## config.mk

```make
export PLATFORM = sky130hd
export DESIGN_NAME = switch_control_interface
export DESIGN_NICKNAME = d
export VERILOG_FILES = /design/src/common/sw_ctrl_pkg.sv /design/src/switch_control_interface.sv
export VERILOG_INCLUDE_DIRS = /design/src /design/src/common
export SDC_FILE = /design/constraint.sdc
export NUM_CORES = 1
export LEC_CHECK = 0
export BUFFER_PORTS_ARGS = -buffer_cell sky130_fd_sc_hd__buf_2
export CAP_MARGIN = 20
export CELL_PAD_IN_SITES_DETAIL_PLACEMENT = 1
export CELL_PAD_IN_SITES_GLOBAL_PLACEMENT = 2
export CORE_ASPECT_RATIO = 0.5
export CORE_UTILIZATION = 41
export CTS_CLUSTER_DIAMETER = 30
export DETAILED_ROUTE_END_ITERATION = 10
export PLACE_DENSITY = 0.8
export SETUP_SLACK_MARGIN = 0.5
export SLEW_MARGIN = 20
export SYNTH_ARGS = -nofsm -noshare
export SYNTH_HDL_FRONTEND = slang
export SYNTH_SLANG_ARGS = --single-unit
```

## constraint.sdc

```tcl
create_clock -name mclk_in -period 3.55 [get_ports mclk_in]
set_input_delay 0.1775 -clock mclk_in [delete_from_list [all_inputs] [get_ports mclk_in]]
set_output_delay 0.1775 -clock mclk_in [all_outputs]
set_load 0.02 [all_outputs]
```

## src/common/sw_ctrl_map.svh

```systemverilog
// Constants of the switch control front end: address, register slots, fields and defaults.
// Assumes it is included by bare name wherever the numbers are needed.
`ifndef SW_CTRL_MAP_SVH
`define SW_CTRL_MAP_SVH
// ----------------------------------------
// Slave address and framing
// ----------------------------------------
`define ADDR_FIXED 4'h9
`define BYTE_BITS 4'h8
`define INIT_CYC 2'h3
// ----------------------------------------
// Serial register slots and defaults
// ----------------------------------------
`define REG_NUM 4
`define IDX_HI 1
`define REG_HS 2'h0
`define REG_AUX 2'h1
`define REG_RX 2'h2
`define REG_TX 2'h3
`define HS_DEF 8'h40
`define AUX_DEF 8'h40
`define RX_DEF 8'h00
`define TX_DEF 8'h00
// ----------------------------------------
// Field positions
// ----------------------------------------
`define EN_BIT 6
`define MODE_HI 5
`define MODE_LO 4
`define SRC_HI 3
`define SRC_LO 0
`define EQ_BIT 0
`define TERM_BIT 3
`define CUR_BIT 2
`define BOOST_HI 1
`define BOOST_LO 0
`define QUAD_MODE 2'h0
`define SRC_PAD 2'h0
`endif

```

## src/common/sw_ctrl_pkg.sv

```systemverilog
// Types of the switch control front end.
// Assumes sw_ctrl_map.svh supplies the numeric constants.
package sw_ctrl_pkg;
  // ----------------------------------------
  // Pin groups and configuration carriers
  // ----------------------------------------
  typedef struct packed {
    logic out_en;
    logic [1:0] src;
    logic eq;
    logic [1:0] boost;
    logic term;
    logic cur;
  } par_cfg_t;

  typedef struct packed {
    par_cfg_t par;
    logic [2:0] strap;
    logic sda;
    logic scl;
  } pin_t;

  typedef struct packed {
    logic out_en;
    logic [1:0] hs_mode;
    logic [3:0] hs_src;
    logic aux_en;
    logic [1:0] aux_mode;
    logic [3:0] aux_src;
    logic eq;
    logic [1:0] boost;
    logic out_termination_ctrl;
    logic out_current_level_ctrl;
  } eff_cfg_t;

  // ----------------------------------------
  // Serial engine states and module state
  // ----------------------------------------
  typedef enum logic [8:0] {
    ST_IDLE = 9'h001,
    ST_ADDR = 9'h002,
    ST_ADDR_ACK = 9'h004,
    ST_PTR = 9'h008,
    ST_PTR_ACK = 9'h010,
    ST_WDATA = 9'h020,
    ST_WACK = 9'h040,
    ST_RDATA = 9'h080,
    ST_RACK = 9'h100
  } fsm_t;

  typedef struct packed {
    pin_t s1;
    pin_t s2;
    logic prev_scl;
    logic prev_sda;
    fsm_t fsm;
    logic [3:0] cnt;
    logic [7:0] sh;
    logic [7:0] ptr;
    logic rw;
    logic drive;
    logic acked;
    logic serial;
    logic [1:0] init;
    logic [3:0][7:0] regs;
    par_cfg_t par;
    eff_cfg_t cfg;
  } st_t;
endpackage

```

## src/switch_control_interface.sv

```systemverilog
// Control front end of a link switch: two-wire slave, parallel pins and control arbitration.
// Assumes every pin input is asynchronous to mclk_in and the data line wire is resolved outside.
`timescale 1ns/100ps
`include "sw_ctrl_map.svh"

module switch_control_interface
  import sw_ctrl_pkg::*;
(
  // Clock and reset
  input wire logic mclk_in,
  input wire logic rst_n_in,
  // Two-wire bus
  input wire logic scl_in,
  input wire logic sda_in,
  output logic sda_out,
  output logic sda_oe_n_out,
  // Address straps
  input wire logic slave_addr_strap_bit2_in,
  input wire logic slave_addr_strap_bit1_in,
  input wire logic slave_addr_strap_bit0_in,
  // Parallel control pins
  input wire logic par_output_enable_pin_in,
  input wire logic [1:0] par_source_select_pins_in,
  input wire logic par_equalizer_pin_in,
  input wire logic [1:0] par_boost_level_pins_in,
  input wire logic par_out_termination_pin_in,
  input wire logic par_out_current_pin_in,
  // Effective configuration
  output eff_cfg_t cfg_out,
  output logic serial_ctrl_out
);

  // ----------------------------------------
  // Helpers
  // ----------------------------------------
  function automatic logic reg_hit(input logic [7:0] p);
    return p < 8'(`REG_NUM);
  endfunction

  function automatic logic [7:0] rd_reg(input logic [3:0][7:0] r, input logic [7:0] p);
    return reg_hit(p) ? r[p[`IDX_HI:0]] : 8'h00;
  endfunction

  // ----------------------------------------
  // State and line events
  // ----------------------------------------
  st_t q;
  st_t n;
  pin_t pins;
  logic rise;
  logic fall;
  logic start;
  logic stop;
  logic addr_ok;
  logic [7:0] rd_val;

  assign pins = '{par: '{out_en: par_output_enable_pin_in, src: par_source_select_pins_in,
                         eq: par_equalizer_pin_in, boost: par_boost_level_pins_in,
                         term: par_out_termination_pin_in, cur: par_out_current_pin_in},
                  strap: {slave_addr_strap_bit2_in, slave_addr_strap_bit1_in,
                          slave_addr_strap_bit0_in},
                  sda: sda_in, scl: scl_in};

  // Edges and bus conditions look only at the second stage and its history.
  assign rise = q.s2.scl & ~q.prev_scl;
  assign fall = ~q.s2.scl & q.prev_scl;
  assign start = q.s2.scl & q.prev_scl & q.prev_sda & ~q.s2.sda;
  assign stop = q.s2.scl & q.prev_scl & ~q.prev_sda & q.s2.sda;
  assign addr_ok = q.sh[7:1] == {`ADDR_FIXED, q.s2.strap};
  assign rd_val = rd_reg(q.regs, q.ptr);

  // ----------------------------------------
  // Next state
  // ----------------------------------------
  always_comb begin
    n = q;
    n.s1 = pins;
    n.s2 = q.s1;
    n.prev_scl = q.s2.scl;
    n.prev_sda = q.s2.sda;
    n.par = q.s2.par;
    // Pin capture runs a few cycles so the value has crossed both stages.
    if (q.init != 2'h0) begin
      n.init = q.init - 2'h1;
      n.regs[`REG_TX][`TERM_BIT] = q.s2.par.term;
      n.regs[`REG_TX][`CUR_BIT] = q.s2.par.cur;
    end
    if (stop) begin
      n.fsm = ST_IDLE;
      n.drive = 1'b0;
    end else if (start) begin
      n.fsm = ST_ADDR;
      n.cnt = 4'h0;
      n.drive = 1'b0;
    end else begin
      unique case (q.fsm)
        ST_IDLE: begin
        end
        ST_ADDR, ST_PTR, ST_WDATA: begin
          if (rise) begin
            n.sh = {q.sh[6:0], q.s2.sda};
            n.cnt = q.cnt + 4'h1;
          end else if (fall && q.cnt == `BYTE_BITS) begin
            n.drive = 1'b1;
            if (q.fsm == ST_ADDR) begin
              // A foreign address leaves the line alone until the next start.
              n.fsm = addr_ok ? ST_ADDR_ACK : ST_IDLE;
              n.drive = addr_ok;
              n.serial = q.serial | addr_ok;
              n.rw = q.sh[0];
            end else if (q.fsm == ST_PTR) begin
              n.ptr = q.sh;
              n.fsm = ST_PTR_ACK;
            end else begin
              if (reg_hit(q.ptr)) begin
                n.regs[q.ptr[`IDX_HI:0]] = q.sh;
              end
              n.fsm = ST_WACK;
            end
          end
        end
        ST_ADDR_ACK: begin
          if (fall) begin
            n.cnt = 4'h0;
            if (q.rw) begin
              n.sh = rd_val;
              n.drive = ~rd_val[7];
              n.fsm = ST_RDATA;
            end else begin
              n.drive = 1'b0;
              n.fsm = ST_PTR;
            end
          end
        end
        ST_PTR_ACK, ST_WACK: begin
          if (fall) begin
            n.drive = 1'b0;
            n.cnt = 4'h0;
            n.fsm = ST_WDATA;
          end
        end
        ST_RDATA: begin
          if (rise) begin
            n.cnt = q.cnt + 4'h1;
          end else if (fall) begin
            if (q.cnt == `BYTE_BITS) begin
              n.drive = 1'b0;
              n.fsm = ST_RACK;
            end else begin
              n.sh = {q.sh[6:0], 1'b0};
              n.drive = ~q.sh[6];
            end
          end
        end
        ST_RACK: begin
          if (rise) begin
            n.acked = ~q.s2.sda;
          end else if (fall) begin
            n.cnt = 4'h0;
            n.sh = rd_val;
            n.drive = q.acked & ~rd_val[7];
            n.fsm = q.acked ? ST_RDATA : ST_IDLE;
          end
        end
      endcase
    end
    // Effective settings: parallel copy until the serial side has been addressed.
    if (q.serial) begin
      n.cfg.out_en = q.regs[`REG_HS][`EN_BIT];
      n.cfg.hs_mode = q.regs[`REG_HS][`MODE_HI:`MODE_LO];
      n.cfg.hs_src = q.regs[`REG_HS][`SRC_HI:`SRC_LO];
      n.cfg.aux_en = q.regs[`REG_AUX][`EN_BIT];
      n.cfg.aux_mode = q.regs[`REG_AUX][`MODE_HI:`MODE_LO];
      n.cfg.aux_src = q.regs[`REG_AUX][`SRC_HI:`SRC_LO];
      n.cfg.eq = q.regs[`REG_RX][`EQ_BIT];
      n.cfg.boost = q.regs[`REG_TX][`BOOST_HI:`BOOST_LO];
      n.cfg.out_termination_ctrl = q.regs[`REG_TX][`TERM_BIT];
      n.cfg.out_current_level_ctrl = q.regs[`REG_TX][`CUR_BIT];
    end else begin
      n.cfg.out_en = q.par.out_en;
      n.cfg.hs_mode = `QUAD_MODE;
      n.cfg.hs_src = {`SRC_PAD, q.par.src};
      n.cfg.aux_en = q.par.out_en;
      n.cfg.aux_mode = `QUAD_MODE;
      n.cfg.aux_src = {`SRC_PAD, q.par.src};
      n.cfg.eq = q.par.eq;
      n.cfg.boost = q.par.boost;
      n.cfg.out_termination_ctrl = q.par.term;
      n.cfg.out_current_level_ctrl = q.par.cur;
    end
  end

  // ----------------------------------------
  // State register
  // ----------------------------------------
  always_ff @(posedge mclk_in) begin
    if (!rst_n_in) begin
      q <= '0;
      q.fsm <= ST_IDLE;
      q.init <= `INIT_CYC;
      // Line stages start at the idle bus level so that release shows no false edge.
      q.s1 <= '{par: '0, strap: 3'h0, sda: 1'b1, scl: 1'b1};
      q.s2 <= '{par: '0, strap: 3'h0, sda: 1'b1, scl: 1'b1};
      q.prev_scl <= 1'b1;
      q.prev_sda <= 1'b1;
      q.regs[`REG_HS] <= `HS_DEF;
      q.regs[`REG_AUX] <= `AUX_DEF;
      q.regs[`REG_RX] <= `RX_DEF;
      q.regs[`REG_TX] <= `TX_DEF;
    end else begin
      q <= n;
    end
  end

  // The data line is only ever pulled low; the level comes from the pull-up.
  assign sda_out = 1'b0;
  assign sda_oe_n_out = ~q.drive;
  assign cfg_out = q.cfg;
  assign serial_ctrl_out = q.serial;
endmodule // switch_control_interface

```

-- Word-level counts from Yosys, hierarchy flattened
Cells that the tools add are included.
- add/sub/neg operators: 2
- $lt $le $gt $ge: 3
- equality and inequality tests: 33
- multiplexer cells: 51
- bitwise operators: 22
- reduce and logical (&&, ||, !) cells: 20
- operators by type and width (operator ; count):
    28-bit two-way mux ; 8
    8-bit two-way mux ; 9
    13-bit one-hot mux with 5 select lines ; 1
    21-bit two-way mux ; 3
    9-bit two-way mux ; 5
    3-bit inequality test (second input constant) ; 11
    32-bit bitwise mux ; 1
    8-bit one-hot mux with 4 select lines ; 1
    2-bit inequality test (second input constant) ; 12
    10-bit AND reduction ; 2
    19-bit two-way mux ; 1
    8-bit binary-select mux with 2-bit select ; 1
    8-bit demux with 2-bit select ; 1
    8-bit AND reduction ; 2
    7-bit two-way mux ; 2
    13-bit two-way mux ; 1
    1-bit NOT ; 13
    12-bit two-way mux ; 1
    1-bit two-way mux ; 11
    11-bit AND reduction ; 1
    9-bit by 2-bit == test with 1-bit output (second input constant) ; 1
    9-bit by 3-bit == test with 1-bit output (second input constant) ; 1
    9-bit by 4-bit == test with 1-bit output (second input constant) ; 1
    9-bit by 5-bit == test with 1-bit output (second input constant) ; 1
    30 further kinds ; 40
- bits in registers: 122
- output and inout bits: 22
- logic and storage cells: 184

-- Longest topological paths before layout
Gate-level depths: netlist of run 1.
- depth in word-level cells: 13
- depth in mapped cells: 9
- gate-level depth less buffers: 7

-- Least setup slack after synthesis of run 1
No wires, ideal clock.
- path kind: register -> register
- from: reg q[88] (netlist bit)
- to: reg q[84] (netlist bit)
- setup time: 0.079 ns
- data arrival time: 2.281 ns
- slack: 1.190 ns
- cell stages (with the launch flop): 9
- clock period less this slack: 2.360 ns
- cells stage by stage: dfxtp_1 > buf_6 > or4_1 > buf_2 > or4b_4 > buf_6 > o21a_4 > or4b_1 > o211ai_1
- longest elaborated chain between the ends: 4
- elaborated cells on any way between the ends: 20
- RTL lines (item ; line ; RTL):
    start, declared ; switch_control_interface.sv:47 ; st_t q;
    start signal, assigned ; switch_control_interface.sv:211 ; q <= n;
    9-bit by 2-bit == test with 1-bit output, or another cell as far along ; switch_control_interface.sv:96 ; unique case (q.fsm)
    3-bit OR reduction or 2-bit OR reduction (tied branches) ; switch_control_interface.sv:96 ;
    3-bit inequality test (no line), or another cell as far along ; - ;
    8-bit AND reduction (no line) or 6-bit two-way mux (tied branches) ; - ;
Several ways; a longest one is shown, not always the timed one.
A chain may end at the register's enable or synchronous reset.

-- Worst setup path after layout of run 1
- from: reg q[86] (netlist bit)
- to: reg q[67] (netlist bit)
- longest elaborated chain between the ends: 3
- elaborated cells on any way between the ends: 6
- RTL lines (item ; line):
    9-bit by 2-bit == test with 1-bit output, or another cell as far along ; switch_control_interface.sv:96, switch_control_interface.sv:105
    3-bit OR reduction or 1-bit NOT (tied branches) ; -
    7-bit AND reduction (no line) * ; -
Every way passes the cells marked *; elsewhere a longest branch is shown, timed or not.

==> impl_metrics.toml, run 1 <==
[clock_tree]
cts_sinks = 122
cts.path.max_buffers = 2
cts_setup_buffers = 0
worst_skew_pair.late_latency_ns = 0.42
clk_pin_slew_worst_paths_ns = 0.06
cts-root-buf = "clkbuf_16"
numCtsBuffers = 17
cts_max_level = 4
cts_tree = "done"

[sta]
tightest_slew_ns = 1.09
setup_violations = 0
period_share_pct = 77.2
tns_ns = 0
max_freq_ghz = 0.365
relSlewSlack_pct = 26.6
hold_violations = 0
rsz0062_at_grt = "false"
hold_slack_ns = 0.273
finalCriticalPeriod_ns = 2.74
slew_violations = 0
clock_skew_ns = 0.0133

[synthesis]
ys_seq_elements = 122
yosysWarnings = 0
async_reset_ff_share_pct = 0
yosysTopAreaCellShare_pct = 46.4
synth.distinct_cells = 66
ys_top_cells_by_area = "dfxtp_1, mux2i_1, nand2_1"
synth_ff_type = "dfxtp_1"
synth.avg_cell_area_um2 = 9.70
ys_seq_area_share_pct = 46.4
synth_edf_count = 0
synth_nets = 561
syn_area_um2 = 5270
synth_cells = 543
synth_area_leader_cell = "dfxtp_1"

[routing]
final_antenna_net_count = 0
wl_per_cell_um = 17.6
vias = 3938
drt_wl_total_mm = 13.2
dr.pass1.iters = 4
drtIter0Drc = 152
drc = 0
avgViaCountPerCell = 5.28

[grt]
grtUsageTotal_pct = 21.4
grt_pass1_vias = 3930
grt_start_max_net_pins = 109
grt_busiest_layer = "met2"
antenna_found_initial = 0
grt_pass1_wl_mm = 21.2
use_met2_pct = 34.3
use_met3_pct = 5.69
met1_usage_pct = 27.8
grt_overflow_total = 0

[setup_path]
cp.arrival_ns = 2.99
required_ns = 3.80
crit_slowest_cell = "or4_1"
endpoint_kind = "flip-flop"
crit_type = "reg -> reg"
r2r_slack_ns = 0.81
cp_max_fo = 9
max_stage_delay_ns = 0.68
startpoint_type = "flip-flop"
crit_chain = "or4_1 > or4b_4 > o22ai_2 > o21ai_1 > mux2i_1"

[placement]
dp_hpwl_mm = 8.47
io_buffers = 35
dp_cells = 701
place_congestion = 0.869

[final_layout]
stdcell_count = 746
nNetsFinal = 586
fin_util_pct = 50.9
diodes = 0
drive_above_1_share_pct = 18.1
syn_to_final_growth_pct = 17.6

[floorplan]
start_util_pct = 43.3
num_io_pins = 37
core_um2 = 12200
die_height_um = 82.2
die_area_um2 = 13300
num_rows = 28
die-width_um = 162

[min_path]
hold_class = "in -> reg"

[job]
maxCapViolations = 0

[pwr]
pwr_density_cell_nw_per_um2 = 540
leakage_nw = 2.62
ir_drop_mv = 0.285

[status]
outcome = "completed"
==> repair_timing <==
action,in CTS,in global routing
hold buffers,13,0
endpoints found under the hold margin,13,0
endpoints found under the setup margin,0,4
resized for setup,0,1
==> cells by family after synthesis <==
kind of cell	Yosys count	synth area share (%)
simple gates	214	21.4
xor+xnor	9	1.50
compound gates	58	7.70
buf+inv	64	6.46
mux	72	15.8
fa+ha+maj	3	0.713
other cells	1	0.0712
flops	122	46.4
==> worst max-delay path, delay by kind of cell (launching register included) <==
family	cells	cell delay, ns
AOI/OAI and AO/OA	2	0.70
DFF	1	0.36
muxes	1	0.23
and+or+nand+nor	2	1.30
==> per-layer routing <==
metal / vias to the layer above / routed length (um)
met5: - / 0
met4: 0 / 194
met3: 21 / 584
met2: 76 / 5890
met1: 1909 / 6490
li1: 1932 / -
==> cells in the final DEF (no fill, tap or decap), types with 3 or more instances in the layout <==
master,instances
nor3_1,11
nor3_2,3
bufinv_16,3
nor2_1,18
and3_1,17
mux2i_1,54
o2111ai_1,3
o21ai_0,10
dlygate4sd3_1,13
xor2_1,5
nand4_1,10
and2_1,31
or2_2,3
a21oi_1,15
dfxtp_1,122
clkbuf_16,17
buf_4,11
xnor2_1,4
inv_1,10
nand4b_1,5
nand3_1,10
nand2_1,77
ha_1,3
buf_2,35
mux2_2,8
nand2b_1,12
mux4_2,8
nor4_1,3
o21ai_1,3
a31oi_1,3
inv_8,3
inv_6,6
==> power breakdown <==
part           switching, mW  internal [mW]  leakage (nW)
combinational         0.0590         0.0449          1.33
clock                  0.702           1.13         0.302
sequential            0.0107           1.39         0.991
==> synthesized netlist by cell type, types with 12 or more instances <==
library cell	number
clkbuf_1	23
and2_1	31
buf_4	20
nand2b_1	12
nor3_1	12
a21oi_1	15
dfxtp_1	122
and3_1	17
nand2_1	77
nor2_1	18
mux2i_1	54
==> path summary, 6_finish.rpt <==
path                           start                    end  cells after the start
setup / recovery  q[86]$_SDFFE_PP0P_     q[67]$_SDFFE_PN0P_                      5
hold / removal              rst_n_in  cfg_out[0]$_SDFF_PN0_                      4
setup reg to reg  q[86]$_SDFFE_PP0P_     q[67]$_SDFFE_PN0P_                      5
hold reg to reg     n[96]$_SDFF_PN1_       n[95]$_SDFF_PN1_                      1
==> flip-flops by register name (all words and copies together), names as in the netlist <==
name	cells
q	79
n	23
cfg_out	19
serial_ctrl_out	1
==> metrics by stage <==
| step | total power [mW] | instance area [um2] | setup WS, ns |
|---|---|---|---|
| 2_1_floorplan | 1.50 | 5270 | 1.19 |
| 3_3_place_gp | 1.53 | 5430 | 0.829 |
| 3_5_place_dp | 1.53 | 5430 | 0.705 |
| 4_1_cts | 3.37 | 6190 | 0.703 |
| 5_1_grt | 3.46 | 6190 | 0.666 |
| 6_report | 3.34 | 6190 | 0.810 |
==> final cells by class <==
class | instances | area [um2]
clock buffer | 17 | 425
fill | 1322 | 5960
timing repair buffer | 59 | 388
sequential | 122 | 2440
multi-input combinational | 357 | 2490
tap | 165 | 206
inverter | 11 | 41.3
clock inverter | 15 | 200
No activity file was read; power rests on OpenSTA's default activity.
==> run 2, diff against run 1 <==
--- a/config.mk
+++ b/config.mk
@@ -11,10 +11,10 @@
 export CELL_PAD_IN_SITES_DETAIL_PLACEMENT = 1
 export CELL_PAD_IN_SITES_GLOBAL_PLACEMENT = 2
 export CORE_ASPECT_RATIO = 0.5
-export CORE_UTILIZATION = 41
+export CORE_UTILIZATION = 38
 export CTS_CLUSTER_DIAMETER = 30
 export DETAILED_ROUTE_END_ITERATION = 10
-export PLACE_DENSITY = 0.8
+export PLACE_DENSITY = 0.75
 export SETUP_SLACK_MARGIN = 0.5
 export SLEW_MARGIN = 20
 export SYNTH_ARGS = -nofsm -noshare
==> constraint.sdc (replaced) <==
create_clock -name mclk_in -period 2.83 [get_ports mclk_in]
set_input_delay 0.1415 -clock mclk_in [delete_from_list [all_inputs] [get_ports mclk_in]]
set_output_delay 0.1415 -clock mclk_in [all_outputs]
set_load 0.02 [all_outputs]
==> run 2 against run 1 <==
Effect of this change:
- clock skew down 0.0061 ns
- global-route usage shrank 1.6 points
- count of clock-buffer cells in the layout unchanged
- core utilization fell by 2.5 points
- critical path depth up 1
- sequential power up 25%
- non-clock buffer count rose by 14
- via count up 0.48%
- worst setup slack lost 0.30 ns
- combinational power grew 29%
- power is 20% higher
- critical path type unchanged
==> impl_metrics.toml, run 2 (synthesis gave the netlist of run 1 again) <==
[job]
maxCapViolations = 0

[final_layout]
nFillCells = 1471
nNetsFinal = 600
largest_reg_flops = 79
top_register = "q"
stdcell_area_um2 = 6350
diodes = 0
layout_commonest_cell = "dfxtp_1"
syn_to_final_growth_pct = 20.5
drive_above_1_share_pct = 21.7
regArea_um2 = 2450
multi_input_area_um2 = 2550
final_cell_mix = "dfxtp_1, nand2_1, mux2i_1, buf_2, and2_1"

[clock_tree]
cts-root-buf = "clkbuf_16"
cts_max_level = 4
cts_tree = "done"
worst_skew_pair.late_latency_ns = 0.41
cts_sinks = 122
cts.path.max_buffers = 2
clk_pin_slew_worst_paths_ns = 0.06
numCtsBuffers = 17

[pwr]
seqPwrFrac_pct = 44.0
leakage_nw = 2.70
pwr_density_cell_nw_per_um2 = 630
internal_power_mw = 2.98
p_sw_share_pct = 25.5
switching_power_mw = 1.02
comb_power_share_pct = 3.4
clockPowerShare_pct = 52.6
ir_drop_mv = 0.316

[setup_path]
worstRegToRegCells = 6
cp_max_fo = 9
cp.arrival_ns = 2.60
worstReg2RegEnd = "q[75]$_SDFFE_PN0P_"
startpoint_type = "flip-flop"
endpoint_kind = "flip-flop"
r2r_slack_ns = 0.51
required_ns = 3.11
r2r_start = "q[85]$_SDFFE_PP1P_"
crit_type = "reg -> reg"

[sta]
clock_skew_ns = 0.00726
relSlewSlack_pct = 38.1
tns_ns = 0
rsz0062_at_grt = "true"
slew_violations = 0
setup_violations = 0
hold_slack_ns = 0.141
tightest_slew_ns = 0.929
finalCriticalPeriod_ns = 2.32
hold_violations = 0
period_share_pct = 82.1
max_freq_ghz = 0.431

[grt]
grt_pass1_wl_mm = 21.7
grt_start_max_net_pins = 108
antenna_found_initial = 0
grt_overflow_total = 0
grt_pass1_vias = 3970
grtUsageTotal_pct = 19.8

[placement]
io_buffers = 35
place_congestion = 0.843
post_dp_cell_area_um2 = 5540
dp_hpwl_mm = 8.64

[status]
outcome = "completed"

[min_path]
hp-start = "rst_n_in"
min_path_cells = 3
hold_class = "in -> reg"
hold_path_end = "q[85]$_SDFFE_PP1P_"

[routing]
drtIter0Drc = 170
final_antenna_net_count = 0
dr.pass1.iters = 4
drc = 0
avgViaCountPerCell = 5.07
wl_per_cell_um = 16.9
vias = 3957
drt_wl_total_mm = 13.2

[floorplan]
die_area_um2 = 14400
num_rows = 29
start_util_pct = 40.2
die-width_um = 169
num_io_pins = 37
die_height_um = 85.3
core_um2 = 13100
## run 2: worst max-delay path, cell delays in order (launching register included)
cell,delay [ns]
dfxtp_1,0.34
or4_4,0.56
buf_4,0.16
or4_4,0.62
mux2_1,0.35
nand2_1,0.07
mux2i_1,0.07
## run 2: area by class of cell
| class | count | area share (%) |
|---|---|---|
| clock buffers | 17 | 6.70 |
| clock inverters | 15 | 2.35 |
| inverters | 11 | 0.650 |
| multi-input cells | 357 | 40.1 |
| flip-flops and latches | 122 | 38.5 |
| well taps | 186 | 3.67 |
| repair buffers | 73 | 7.96 |
## run 2: metal layers
metal	global-route usage (%)	wire length (um)	vias to the layer above
met5	0	0	-
met4	5.62	52	0
met3	4.76	454	4
met2	31.5	6090	52
met1	26.8	6640	1936
li1	-	-	1965
## run 2: worst max path at each step
stage / depth (start not counted) / slack, ns / from / endpoint
finish: 6 / 0.51 / q[85]$_SDFFE_PP1P_ / q[75]$_SDFFE_PN0P_
global route: 6 / 0.39 / q[85]$_SDFFE_PP1P_ / q[85]$_SDFFE_PP1P_
CTS: 8 / 0.48 / q[81]$_SDFFE_PN0P_ / q[56]$_SDFFE_PN0P_
detailed placement: 5 / 0.35 / q[86]$_SDFFE_PP0P_ / q[80]$_SDFFE_PN0P_
global placement: 5 / 0.37 / q[86]$_SDFFE_PP0P_ / q[75]$_SDFFE_PN0P_
floorplan: 8 / 0.47 / q[88]$_SDFFE_PP0P_ / q[84]$_SDFFE_PN0P_
## run 2: per-stage QoR
step | worst slack [ns] | utilization (%) | total power, mW | cells
after floorplan | 0.470 | - | 1.89 | 543
after global routing | 0.395 | 48.5 | 4.16 | 781
final | 0.508 | 48.5 | 4.00 | 781
after CTS | 0.482 | 48.2 | 4.05 | 781
after detailed placement | 0.345 | 42.3 | 1.92 | 731
after global placement | 0.370 | 42.3 | 1.92 | 731
## run 2: power groups by stage
stage | Combinational, mW | Clock (mW) | Sequential (mW)
after floorplan | 0.0898 | 0 | 1.80
after global placement | 0.117 | 0 | 1.80
after detailed placement | 0.118 | 0 | 1.80
after CTS | 0.134 | 2.15 | 1.76
after global routing | 0.152 | 2.25 | 1.76
final | 0.134 | 2.10 | 1.76
## run 2: what timing repair did
action,in CTS,in global routing
cloned,0,0
setup endpoints to repair,23,56
hold buffers,13,0
setup buffers,5,0
hold endpoints to repair,13,0
resized for setup,6,10
pin swaps,2,2
